## config.mk

```make
export PLATFORM = sky130hd
export DESIGN_NAME = float_add_normalized_sequencer
export DESIGN_NICKNAME = d
export VERILOG_FILES = /design/src/rtl/float_add_pkg.sv /design/src/rtl/float_add_normalized_sequencer.sv
export SDC_FILE = /design/constraint.sdc
export NUM_CORES = 2
export LEC_CHECK = 0
export BUFFER_PORTS_ARGS = -buffer_cell sky130_fd_sc_hd__buf_2
export CELL_PAD_IN_SITES_DETAIL_PLACEMENT = 1
export CELL_PAD_IN_SITES_GLOBAL_PLACEMENT = 2
export CORE_AREA = 2 2 460 508
export DETAILED_ROUTE_END_ITERATION = 10
export DIE_AREA = 0 0 462 510
export GPL_ROUTABILITY_DRIVEN = 0
export PLACE_DENSITY_LB_ADDON = 0.3
export SETUP_SLACK_MARGIN = 0.15
export SLEW_MARGIN = 30
export SYNTH_ARGS = -nofsm -noshare
export SYNTH_HDL_FRONTEND = slang
export SYNTH_SLANG_ARGS = --single-unit
export TNS_END_PERCENT = 10
```

## constraint.sdc

```tcl
create_clock -name core_clk -period 15.8 [get_ports core_clk]
set_input_delay 0 -clock core_clk [delete_from_list [all_inputs] [get_ports core_clk]]
set_output_delay 0 -clock core_clk [all_outputs]
set_load 0.01 [all_outputs]
```

## src/rtl/float_add_pkg.sv

```systemverilog
// Shared constants for the floating-point add-normalized sequencer.
// Assumes a 32-bit AXI4-Lite register bus and one 40 MHz core clock.
`default_nettype none
package float_add_pkg;
  localparam int AXI_AW = 8;
  // Register byte offsets.
  localparam logic [7:0] OFF_CTRL = 8'h00;
  localparam logic [7:0] OFF_INSTR = 8'h04;
  localparam logic [7:0] OFF_ADDR = 8'h08;
  localparam logic [7:0] OFF_STG_HI = 8'h0C;
  localparam logic [7:0] OFF_STG_LO = 8'h10;
  localparam logic [7:0] OFF_MASK = 8'h14;
  localparam logic [7:0] OFF_STATUS = 8'h18;
  localparam logic [7:0] OFF_LS_IDX = 8'h1C;
  localparam logic [7:0] OFF_LS_DATA = 8'h20;
  // Field positions.
  localparam int CTRL_START_BIT = 0;
  localparam int CTRL_LONG_BIT = 1;
  localparam int MASK_UNDER_BIT = 0;
  localparam int MASK_SIGNIF_BIT = 1;
  localparam int ADDR_HALF_BIT = 10;
  localparam int ST_BUSY = 0;
  localparam int ST_DONE = 1;
  localparam int ST_CC_LSB = 2;
  localparam int ST_SPEC = 4;
  localparam int ST_EXPOVF = 5;
  localparam int ST_EXPUND = 6;
  localparam int ST_SIGNIF = 7;
  localparam int ST_ZERO = 8;
  localparam int ST_SIGN1 = 9;
  localparam int ST_SIGN2 = 10;
  localparam int ST_BRANCH_LSB = 12;
  localparam int ST_SHIFT_LSB = 16;
  // Reset values.
  localparam logic [15:0] INSTR_RST = 16'h0000;
  localparam logic [31:0] WORD_RST = 32'h0000_0000;
  localparam logic [1:0] MASK_RST = 2'h0;
  localparam logic [3:0] IDX_RST = 4'h0;
  // Condition codes and counts.
  localparam logic [1:0] CC_ZERO = 2'h0;
  localparam logic [1:0] CC_NEG = 2'h1;
  localparam logic [1:0] CC_POS = 2'h2;
  localparam logic [3:0] SHIFT_START = 4'h4;
  localparam logic [3:0] EQ_DONE = 4'hF;
  localparam logic [7:0] LONG_RANGE = 8'h0F;
  localparam logic [7:0] SHORT_RANGE = 8'h07;
  localparam logic [1:0] RESP_OKAY = 2'h0;
  localparam logic [1:0] RESP_SLVERR = 2'h2;
  typedef enum logic [3:0] {
    S_IDLE = 4'h0, S_CHECK = 4'h1, S_LOADA = 4'h3, S_LOADB = 4'h2,
    S_LOADC = 4'h6, S_BRANCH = 4'h7, S_EQUAL = 4'h5, S_ADD = 4'h4,
    S_OVFL = 4'hC, S_STLOW = 4'hD, S_NORM = 4'hF, S_STHIGH = 4'hE,
    S_FINISH = 4'hA
  } seq_state_e;
endpackage
`default_nettype wire

```

## src/rtl/float_add_normalized_sequencer.sv

```systemverilog
// Floating-point add-normalized sequencer with an AXI4-Lite register slave.
// Assumes a single clock and that software loads the float register store first.
`default_nettype none
module float_add_normalized_sequencer (
  input wire logic core_clk, // Core clock, 40 MHz.
  input wire logic rst, // Asynchronous reset, active high.
  input wire logic [float_add_pkg::AXI_AW-1:0] s_axi_awaddr, // Write address.
  input wire logic s_axi_awvalid, // Write address valid.
  output logic s_axi_awready, // Write address ready.
  input wire logic [31:0] s_axi_wdata, // Write data.
  input wire logic [3:0] s_axi_wstrb, // Write byte strobes.
  input wire logic s_axi_wvalid, // Write data valid.
  output logic s_axi_wready, // Write data ready.
  output logic [1:0] s_axi_bresp, // Write response.
  output logic s_axi_bvalid, // Write response valid.
  input wire logic s_axi_bready, // Write response ready.
  input wire logic [float_add_pkg::AXI_AW-1:0] s_axi_araddr, // Read address.
  input wire logic s_axi_arvalid, // Read address valid.
  output logic s_axi_arready, // Read address ready.
  output logic [31:0] s_axi_rdata, // Read data.
  output logic [1:0] s_axi_rresp, // Read response.
  output logic s_axi_rvalid, // Read data valid.
  input wire logic s_axi_rready // Read data ready.
);
  import float_add_pkg::*;

  logic awReady_r, awHeld_r, wReady_r, wHeld_r, bValid_r, arReady_r, rValid_r;
  logic [1:0] bResp_r, rResp_r;
  logic [31:0] rData_r, wData_r;
  logic [3:0] wStrb_r;
  logic [7:0] awAddr_r;
  logic [15:0] instr_r;
  logic [31:0] addr_r, stgHi_r, stgLo_r;
  logic [1:0] mask_r;
  logic [3:0] lsIdx_r;
  logic longMode_r, busy_r, done_r;
  logic [1:0] cc_r;
  logic specErr_r, expOvf_r, expUnd_r, signif_r, zero_r, sign1_r, sign2_r;
  logic [3:0] branch_r, shiftCnt_r, eqCnt_r;
  logic [31:0] adHi_r, adLo_r, wrkHi_r, wrkLo_r;
  logic [63:0] fa_r, fb_r;
  logic [7:0] char_r;
  logic shiftSecond_r, resSign_r;
  seq_state_e state_r;
  logic [31:0] floatRegister [16];

  assign s_axi_awready = awReady_r;
  assign s_axi_wready = wReady_r;
  assign s_axi_bvalid = bValid_r;
  assign s_axi_bresp = bResp_r;
  assign s_axi_arready = arReady_r;
  assign s_axi_rvalid = rValid_r;
  assign s_axi_rdata = rData_r;
  assign s_axi_rresp = rResp_r;

  // Register decode.
  function automatic logic hit(input logic [7:0] a);
    hit = (a == OFF_CTRL) || (a == OFF_INSTR) || (a == OFF_ADDR) || (a == OFF_STG_HI) ||
          (a == OFF_STG_LO) || (a == OFF_MASK) || (a == OFF_STATUS) ||
          (a == OFF_LS_IDX) || (a == OFF_LS_DATA);
  endfunction

  wire [31:0] statusWord;
  assign statusWord = {12'h000, shiftCnt_r, branch_r, 1'b0, sign2_r, sign1_r, zero_r,
                       signif_r, expUnd_r, expOvf_r, specErr_r, cc_r, done_r, busy_r};

  function automatic logic [31:0] readReg(input logic [7:0] a);
    case (a)
      OFF_CTRL: readReg = {30'h0, longMode_r, 1'b0};
      OFF_INSTR: readReg = {16'h0000, instr_r};
      OFF_ADDR: readReg = addr_r;
      OFF_STG_HI: readReg = stgHi_r;
      OFF_STG_LO: readReg = stgLo_r;
      OFF_MASK: readReg = {30'h0, mask_r};
      OFF_STATUS: readReg = statusWord;
      OFF_LS_IDX: readReg = {28'h0, lsIdx_r};
      OFF_LS_DATA: readReg = floatRegister[lsIdx_r];
      default: readReg = 32'h0000_0000;
    endcase
  endfunction

  wire doWrite, wrHit, startReq, busWe;
  wire [31:0] byteMask, wrVal;
  assign doWrite = awHeld_r && wHeld_r && !bValid_r;
  assign wrHit = hit(awAddr_r);
  assign byteMask = {{8{wStrb_r[3]}}, {8{wStrb_r[2]}}, {8{wStrb_r[1]}}, {8{wStrb_r[0]}}};
  assign wrVal = (readReg(awAddr_r) & ~byteMask) | (wData_r & byteMask);
  assign startReq = doWrite && (awAddr_r == OFF_CTRL) && wrVal[CTRL_START_BIT] && !busy_r;
  assign busWe = doWrite && (awAddr_r == OFF_LS_DATA) && !busy_r;

  // Write channel: address and data are taken independently, response after both.
  always_ff @(posedge core_clk or posedge rst) begin
    if (rst) begin
      awReady_r <= 1'b0;
      wReady_r <= 1'b0;
      awHeld_r <= 1'b0;
      wHeld_r <= 1'b0;
      awAddr_r <= 8'h00;
      wData_r <= WORD_RST;
      wStrb_r <= 4'h0;
      bValid_r <= 1'b0;
      bResp_r <= RESP_OKAY;
    end else begin
      awReady_r <= !awHeld_r && !bValid_r && !(s_axi_awvalid && awReady_r) && !doWrite;
      wReady_r <= !wHeld_r && !bValid_r && !(s_axi_wvalid && wReady_r) && !doWrite;
      if (s_axi_awvalid && awReady_r) begin
        awHeld_r <= 1'b1;
        awAddr_r <= s_axi_awaddr;
      end
      if (s_axi_wvalid && wReady_r) begin
        wHeld_r <= 1'b1;
        wData_r <= s_axi_wdata;
        wStrb_r <= s_axi_wstrb;
      end
      if (doWrite) begin
        awHeld_r <= 1'b0;
        wHeld_r <= 1'b0;
        bValid_r <= 1'b1;
        bResp_r <= wrHit ? RESP_OKAY : RESP_SLVERR;
      end else if (bValid_r && s_axi_bready) begin
        bValid_r <= 1'b0;
      end
    end
  end

  // Read channel: data one cycle after the address is taken.
  always_ff @(posedge core_clk or posedge rst) begin
    if (rst) begin
      arReady_r <= 1'b0;
      rValid_r <= 1'b0;
      rData_r <= WORD_RST;
      rResp_r <= RESP_OKAY;
    end else begin
      arReady_r <= !rValid_r && !(s_axi_arvalid && arReady_r);
      if (s_axi_arvalid && arReady_r) begin
        rValid_r <= 1'b1;
        rData_r <= readReg(s_axi_araddr);
        rResp_r <= hit(s_axi_araddr) ? RESP_OKAY : RESP_SLVERR;
      end else if (rValid_r && s_axi_rready) begin
        rValid_r <= 1'b0;
      end
    end
  end

  // Software registers; operand setup registers are frozen while busy.
  always_ff @(posedge core_clk or posedge rst) begin
    if (rst) begin
      instr_r <= INSTR_RST;
      addr_r <= WORD_RST;
      stgHi_r <= WORD_RST;
      stgLo_r <= WORD_RST;
      mask_r <= MASK_RST;
      lsIdx_r <= IDX_RST;
    end else if (doWrite && !busy_r) begin
      if (awAddr_r == OFF_INSTR) instr_r <= wrVal[15:0];
      if (awAddr_r == OFF_ADDR) addr_r <= wrVal;
      if (awAddr_r == OFF_STG_HI) stgHi_r <= wrVal;
      if (awAddr_r == OFF_STG_LO) stgLo_r <= wrVal;
      if (awAddr_r == OFF_MASK) mask_r <= wrVal[1:0];
      if (awAddr_r == OFF_LS_IDX) lsIdx_r <= wrVal[3:0];
    end
  end

  // Operand fields and characteristic difference.
  wire [3:0] reg1, reg2, reg1Lo, reg2Lo;
  assign reg1 = instr_r[7:4];
  assign reg2 = instr_r[3:0];
  assign reg1Lo = reg1 + 4'h1;
  assign reg2Lo = reg2 + 4'h1;
  wire specBad;
  assign specBad = reg1[0] || reg1[3] || (longMode_r && (reg2[0] || reg2[3]));
  wire [31:0] storageWord;
  assign storageWord = addr_r[ADDR_HALF_BIT] ? stgLo_r : stgHi_r;

  wire [6:0] char1, char2;
  wire [8:0] diffSum;
  wire [7:0] diff, diffMag;
  wire carryOut, diffZero, inRange, unlike;
  assign char1 = adHi_r[30:24];
  assign char2 = wrkHi_r[30:24];
  assign diffSum = {2'b00, char2} + {1'b0, ~{1'b0, char1}} + 9'h001;
  assign carryOut = diffSum[8];
  assign diff = diffSum[7:0];
  assign diffMag = carryOut ? diff : 8'(~diff + 8'h01);
  assign diffZero = (diff == 8'h00);
  assign unlike = adHi_r[31] ^ wrkHi_r[31];
  // A difference of -16 also reads 1111 on top but is beyond range.
  assign inRange = longMode_r ?
                   (carryOut ? (diff[7:4] == 4'h0) : (diff[7:4] == 4'hF && diff[3:0] != 4'h0))
                   : (diffMag <= SHORT_RANGE);
  wire [3:0] branchAddr;
  assign branchAddr = {carryOut, unlike, inRange, diffZero};

  wire [63:0] opA, opB;
  assign opA = {4'h0, adHi_r[23:0], adLo_r, 4'h0};
  assign opB = {4'h0, wrkHi_r[23:0], wrkLo_r, 4'h0};

  // Fraction adder: results are always produced in true form.
  wire aGeB;
  wire [63:0] sumAlike, sumAB, sumBA, sumTrue;
  assign aGeB = fa_r >= fb_r;
  assign sumAlike = fa_r + fb_r;
  assign sumAB = fa_r - fb_r;
  assign sumBA = fb_r - fa_r;
  assign sumTrue = !unlike ? sumAlike : (aGeB ? sumAB : sumBA);

  wire fracZero, fracNormal, expOver, expUnder;
  assign fracZero = (fa_r[59:0] == 60'h0);
  assign fracNormal = (fa_r[59:56] != 4'h0);
  assign expOver = char_r[7] && !char_r[6];
  assign expUnder = char_r[7] && char_r[6];

  wire [31:0] resultWord, trueZero;
  assign trueZero = 32'h0000_0000;
  assign resultWord = {resSign_r, char_r[6:0], fa_r[59:36]};

  // Store writes requested by the sequence.
  logic seqHiWe, seqLoWe;
  logic [31:0] seqHiData, seqLoData;
  always_comb begin
    seqHiWe = 1'b0;
    seqLoWe = 1'b0;
    seqHiData = resultWord;
    seqLoData = fa_r[35:4];
    if (state_r == S_STLOW && longMode_r) begin
      seqLoWe = 1'b1;
    end
    if (state_r == S_STHIGH) begin
      seqHiWe = 1'b1;
      if (fracZero) begin
        seqHiData = mask_r[MASK_SIGNIF_BIT] ? {1'b0, char_r[6:0], 24'h00_0000} : trueZero;
        seqLoWe = longMode_r;
        seqLoData = trueZero;
      end else if (expUnder && !mask_r[MASK_UNDER_BIT]) begin
        seqHiData = trueZero;
        seqLoWe = longMode_r;
        seqLoData = trueZero;
      end
    end
  end

  always_ff @(posedge core_clk) begin
    if (busWe) floatRegister[lsIdx_r] <= wrVal;
    if (seqLoWe) floatRegister[reg1Lo] <= seqLoData;
    if (seqHiWe) floatRegister[reg1] <= seqHiData;
  end

  // Operation sequencer.
  always_ff @(posedge core_clk or posedge rst) begin
    if (rst) begin
      state_r <= S_IDLE;
      longMode_r <= 1'b0;
      busy_r <= 1'b0;
      done_r <= 1'b0;
      cc_r <= CC_ZERO;
      specErr_r <= 1'b0;
      expOvf_r <= 1'b0;
      expUnd_r <= 1'b0;
      signif_r <= 1'b0;
      zero_r <= 1'b0;
      sign1_r <= 1'b0;
      sign2_r <= 1'b0;
      branch_r <= 4'h0;
      shiftCnt_r <= 4'h0;
      eqCnt_r <= 4'h0;
      adHi_r <= WORD_RST;
      adLo_r <= WORD_RST;
      wrkHi_r <= WORD_RST;
      wrkLo_r <= WORD_RST;
      fa_r <= 64'h0;
      fb_r <= 64'h0;
      char_r <= 8'h00;
      shiftSecond_r <= 1'b0;
      resSign_r <= 1'b0;
    end else begin
      case (state_r)
        S_IDLE: begin
          if (startReq) begin
            longMode_r <= wrVal[CTRL_LONG_BIT];
            busy_r <= 1'b1;
            done_r <= 1'b0;
            specErr_r <= 1'b0;
            expOvf_r <= 1'b0;
            expUnd_r <= 1'b0;
            signif_r <= 1'b0;
            zero_r <= 1'b0;
            shiftCnt_r <= SHIFT_START;
            adLo_r <= WORD_RST;
            wrkLo_r <= WORD_RST;
            state_r <= S_CHECK;
          end
        end
        S_CHECK: begin
          if (specBad) begin
            specErr_r <= 1'b1;
            state_r <= S_FINISH;
          end else begin
            state_r <= S_LOADA;
          end
        end
        S_LOADA: begin
          if (longMode_r) begin
            adHi_r <= floatRegister[reg1];
            wrkHi_r <= floatRegister[reg2];
          end else begin
            wrkHi_r <= floatRegister[reg1];
          end
          state_r <= S_LOADB;
        end
        S_LOADB: begin
          if (longMode_r) begin
            adLo_r <= floatRegister[reg1Lo];
            state_r <= S_LOADC;
          end else begin
            adHi_r <= wrkHi_r;
            wrkHi_r <= storageWord;
            state_r <= S_BRANCH;
          end
        end
        S_LOADC: begin
          wrkLo_r <= floatRegister[reg2Lo];
          state_r <= S_BRANCH;
        end
        S_BRANCH: begin
          sign1_r <= adHi_r[31];
          sign2_r <= wrkHi_r[31];
          branch_r <= branchAddr;
          shiftSecond_r <= !carryOut;
          char_r <= {1'b0, carryOut ? char2 : char1};
          fa_r <= opA;
          fb_r <= opB;
          eqCnt_r <= EQ_DONE - diffMag[3:0];
          if (!inRange) begin
            // Out of range: the smaller operand contributes nothing.
            if (carryOut) fa_r <= 64'h0;
            else fb_r <= 64'h0;
            state_r <= S_ADD;
          end else if (diffZero) begin
            state_r <= S_ADD;
          end else begin
            state_r <= S_EQUAL;
          end
        end
        S_EQUAL: begin
          if (shiftSecond_r) fb_r <= fb_r >> shiftCnt_r;
          else fa_r <= fa_r >> shiftCnt_r;
          eqCnt_r <= eqCnt_r + 4'h1;
          if (eqCnt_r + 4'h1 == EQ_DONE) state_r <= S_ADD;
        end
        S_ADD: begin
          fa_r <= sumTrue;
          fb_r <= sumTrue;
          zero_r <= (sumTrue[59:0] == 60'h0);
          resSign_r <= (sumTrue[59:0] == 60'h0) ? 1'b0 :
                       (!unlike || aGeB) ? adHi_r[31] : wrkHi_r[31];
          state_r <= S_OVFL;
        end
        S_OVFL: begin
          if (fa_r[63:60] != 4'h0) begin
            fa_r <= fa_r >> shiftCnt_r;
            char_r <= char_r + 8'h01;
          end
          state_r <= S_STLOW;
        end
        S_STLOW: begin
          if (!fracZero && !fracNormal) state_r <= S_NORM;
          else state_r <= S_STHIGH;
        end
        S_NORM: begin
          fa_r <= fa_r << shiftCnt_r;
          char_r <= char_r - 8'h01;
          state_r <= S_STLOW;
        end
        S_STHIGH: begin
          if (fracZero) begin
            cc_r <= CC_ZERO;
            signif_r <= mask_r[MASK_SIGNIF_BIT];
          end else if (expOver) begin
            expOvf_r <= 1'b1;
          end else if (expUnder) begin
            expUnd_r <= mask_r[MASK_UNDER_BIT];
            if (!mask_r[MASK_UNDER_BIT]) cc_r <= CC_ZERO;
          end else begin
            cc_r <= resSign_r ? CC_NEG : CC_POS;
          end
          state_r <= S_FINISH;
        end
        S_FINISH: begin
          busy_r <= 1'b0;
          done_r <= 1'b1;
          state_r <= S_IDLE;
        end
        default: begin
          busy_r <= 1'b0;
          state_r <= S_IDLE;
        end
      endcase
    end
  end
endmodule
`default_nettype wire

```

==> impl_metrics.py <==
metrics = {
    "global_route": {
        "met2_usage_pct": 54.05,
        "grtUsageMet1_pct": 44.88,
        "grt_max_degree": 102,
        "gr-usage-all-layers_pct": 35.88,
        "grt_pass1_vias": 79180,
        "grt_overflow": 0,
        "antenna_found_initial": 23,
        "met3_usage_pct": 10.15,
        "busiest_layer": "met2",
        "grt_pass1_wl_mm": 606.0,
    },
    "clock_network": {
        "tritoncts": "done",
        "clk_latency_ns": 0.80,
        "cts_resized": 0,
        "cts.sinks": 1006,
        "clockBufferDepth": 3,
        "h-tree-depth": 3,
        "cts_root_buf": "clkbuf_16",
        "cts.reportedPaths.clkPinSlew_ns": 0.07,
        "cts_buffers": 112,
    },
    "logic_synthesis": {
        "syn_area_sq_um": 82680,
        "synth_xor_area_share_pct": 0.8263,
        "ys_warn_count": 0,
        "seq_area_frac_synth_pct": 33.55,
        "synthSimpleGateAreaFrac_pct": 13.28,
        "avgSynthCellArea_sq_um": 9.444,
        "async_flop_share_pct": 49.11,
        "synth-main-ff-cell": "edfxtp_1",
        "yosys_register_bits": 1006,
        "synth_top_family_by_area": "multiplexers",
        "yosys-mux-area-fraction_pct": 24.46,
        "synth_fa_ha_area_share_pct": 3.329,
        "synthDistinctLibCells": 99,
        "synth_compound_area_share_pct": 19.53,
        "netlist_instances": 8755,
        "synth-edff-count": 512,
    },
    "route": {
        "drc": 0,
        "antenna_left": 0,
        "drt_pre_antenna_iters": 9,
        "wire_per_inst_um": 36.90,
        "wl_mm": 431.4,
        "via_per_inst": 6.877,
        "vias": 80390,
        "drt_iter0_drc": 10800,
    },
    "worst_setup_path": {
        "path_cells": "inv_1, ha_1, a21oi_1, o21ai_1, o2bb2ai_1, o41ai_1, and2_0, buf_4, nand2_1, buf_4, or3_1, a21oi_1, xnor2_1, nand4b_1, nor4_1, and4_1, and4_1, a211oi_1",
        "rrSetupSlack_ns": 9.66,
        "start_kind": "register",
        "cp-end-kind": "register",
        "cp_top_family": "simple AND/OR/NAND/NOR gates",
        "cp.required_ns": 16.43,
        "r2r_cells": 18,
        "r2r-end": "resSign_r",
        "slowest_delay_ns": 0.59,
        "crit_buf_inv": 3,
        "crit_path_start": "fa_r[39]",
        "setup.worst_path.class": "reg2reg",
        "slowest_stage": "ha_1",
        "critical_path_arrival_ns": 6.77,
        "timing.rr.start": "fa_r[39]",
        "cp_max_fo": 32,
    },
    "timing": {
        "worst_pin_slew_ns": 1.132,
        "setup_slack_ns": 9.656,
        "fin_tns_setup_ns": 0,
        "finalCritPeriodShare_pct": 38.89,
        "max_slew_margin_pct": 24.44,
        "final_hold_viol_count": 0,
        "max_freq_mhz": 162.8,
        "worst_hold_slack_ns": 0.01430,
        "slew_violations": 0,
        "fin_crit_ns": 6.144,
        "finClkSkew_ns": 0.05843,
        "rsz0062_at_grt": "false",
        "setup-violations-final": 0,
    },
    "layout": {
        "fin_nets": 8767,
        "drive_gt1_share_pct": 18.71,
        "area_growth_pct": 10.78,
        "nFillCells": 25760,
    },
    "die": {
        "floorplan.die_area_sq_um": 235600,
        "rows": 185,
        "die_w_um": 462,
        "core_area_sq_um": 230300,
        "start_util_pct": 35.90,
        "io_pins": 100,
        "die_h_um": 510,
    },
    "min_path": {
        "hold_path_end": "wData_r[12]",
        "hold_path.class": "in2reg",
        "hold_start": "s_axi_wdata[12]",
        "hold_depth": 3,
    },
    "placement": {
        "place_ws_ns": 9.858,
        "dpl.hpwl_mm": 297.3,
        "portBuffers": 97,
    },
    "power_and_ir_drop": {
        "ir_worst_vdd_v": 0.0001472,
        "power.leakage_nw": 32.10,
        "p_per_area_nw_per_um2": 194.0,
    },
    "status": {
        "status": "finished, final reports clean",
    },
    "run": {
        "maxCapViolCount": 0,
    },
}
what timing repair did:
item | in CTS | in global routing
setup buffers | 0 | 0
hold endpoints to repair | 151 | 0
hold buffers | 110 | 0
worst max path at each step:
stage                                 endpoint  slack (ns)  cells after the start
final                                resSign_r        9.66                     18
after global routing                 resSign_r        9.44                     18
after CTS                  floatRegister[3][4]        9.81                      8
after detailed placement  floatRegister[1][21]        9.86                      9
after global placement               resSign_r        9.63                     17
after floorplan                      adHi_r[0]        2.01                      1
state kept, by name, indices dropped and copies added (netlist names), 8 cells and up:
signal	flops
floatRegister	512
fb_r	64
adHi_r	32
adLo_r	32
wrkLo_r	32
stgLo_r	32
wData_r	32
instr_r	16
s_axi_rdata	32
wrkHi_r	32
awAddr_r	8
fa_r	64
stgHi_r	32
char_r	8
addr_r	32
synthesized netlist by cell type, drive strengths merged (43+ instances only):
master  count  area, sq um
nor3       83        436.7
o21bai     49        367.9
a21oi     521         2608
mux4      770        17340
dfrtp     494        12360
buf       175        767.0
nor2      420         1582
nand4      69        431.7
a21o       61        457.9
o31ai      44        344.1
a221oi     67        593.1
nand3     153        765.7
o211ai     45        337.8
xnor2      63        551.8
ha        212         2653
a222oi     48        480.5
mux2i     106         1061
inv       238        893.4
nor4       43        269.0
o21ai    1356         6787
a211oi    179         1344
mux2      161         1817
edfxtp    512        15370
nand2    1690         6349
a22oi      79        593.1
clkbuf    664         2494
cell families after synthesis:
family,Yosys count
flops,1006
other cells,1
fa+ha+maj,217
simple gates,2627
xor+xnor,78
compound gates,2711
mux,1037
buf+inv,1078
report_power, final:
group | total [mW] | internal, mW | leakage (nW) | switching, mW
registers | 4.09 | 3.38 | 11.1 | 0.713
logic | 10.8 | 3.54 | 19.1 | 7.27
clock network | 2.86 | 1.61 | 1.86 | 1.25
total | 17.8 | 8.54 | 32.1 | 9.24
cell type report:
type                       instances  area, sq um  share of cell area, %
multi-input combinational       6672        51450                  56.17
sequential                      1006        27780                  30.33
tap                             3085         3860                  4.214
timing repair buffer             460         3722                  4.064
clock buffer                     148         3146                  3.434
inverter                         239        904.6                 0.9877
clock inverter                    64        688.2                 0.7514
antenna                           17        42.54                0.04645
worst reg2reg max path, cell delays in order, from the launching register on:
cell and delay (ns):
dfrtp_1 0.51, inv_1 0.12, ha_1 0.60, a21oi_1 0.30, o21ai_1 0.18, o2bb2ai_1 0.18, o41ai_1 0.50, and2_0 0.22
buf_4 0.40, nand2_1 0.40, buf_4 0.38, or3_1 0.46, a21oi_1 0.18, xnor2_1 0.22, nand4b_1 0.27, nor4_1 0.37
and4_1 0.32, and4_1 0.29, a211oi_1 0.07
metrics by stage:
stage          util [%]  power, mW  cell area [sq um]  std cells
3_5_place_dp      37.53      14.46              86450      11350
6_report          39.77      17.77              91590      11690
5_1_grt           39.75      18.53              91550      11680
3_3_place_gp      37.41      14.28              86170      11340
2_1_floorplan         -      10.51              82680       8756
4_1_cts           39.68      17.38              91380      11670
layer usage:
metal  vias to the layer above  wire length, um
met4                        12            34510
met2                      5411           187800
met3                      1478            50240
li1                      32420                -
met1                     41070           158700
met5                         -              126
layout by cell type, fill, tap and decap left out, types with 40 or more instances in the layout:
master | netlist | final
nor2_1 | 418 | 409
a221oi_1 | 66 | 66
ha_1 | 212 | 210
clkbuf_16 | 0 | 118
nand4_1 | 69 | 69
nand2_1 | 1688 | 1661
nand3_1 | 153 | 146
dfrtp_1 | 494 | 479
a211oi_1 | 179 | 179
dlygate4sd3_1 | 0 | 110
a22oi_1 | 79 | 79
inv_1 | 237 | 236
mux2i_1 | 106 | 105
buf_2 | 52 | 97
o21bai_1 | 49 | 48
nor3_1 | 80 | 60
mux4_2 | 770 | 770
mux2_2 | 160 | 160
xnor2_1 | 63 | 59
o21ai_1 | 43 | 49
a222oi_1 | 48 | 48
o211ai_1 | 45 | 45
buf_4 | 10 | 230
o21ai_0 | 1313 | 1302
a21o_1 | 61 | 61
nor4_1 | 43 | 40
o31ai_1 | 43 | 43
a21oi_1 | 521 | 517
edfxtp_1 | 512 | 512
Note: power is estimated with default switching activity, not from simulation.
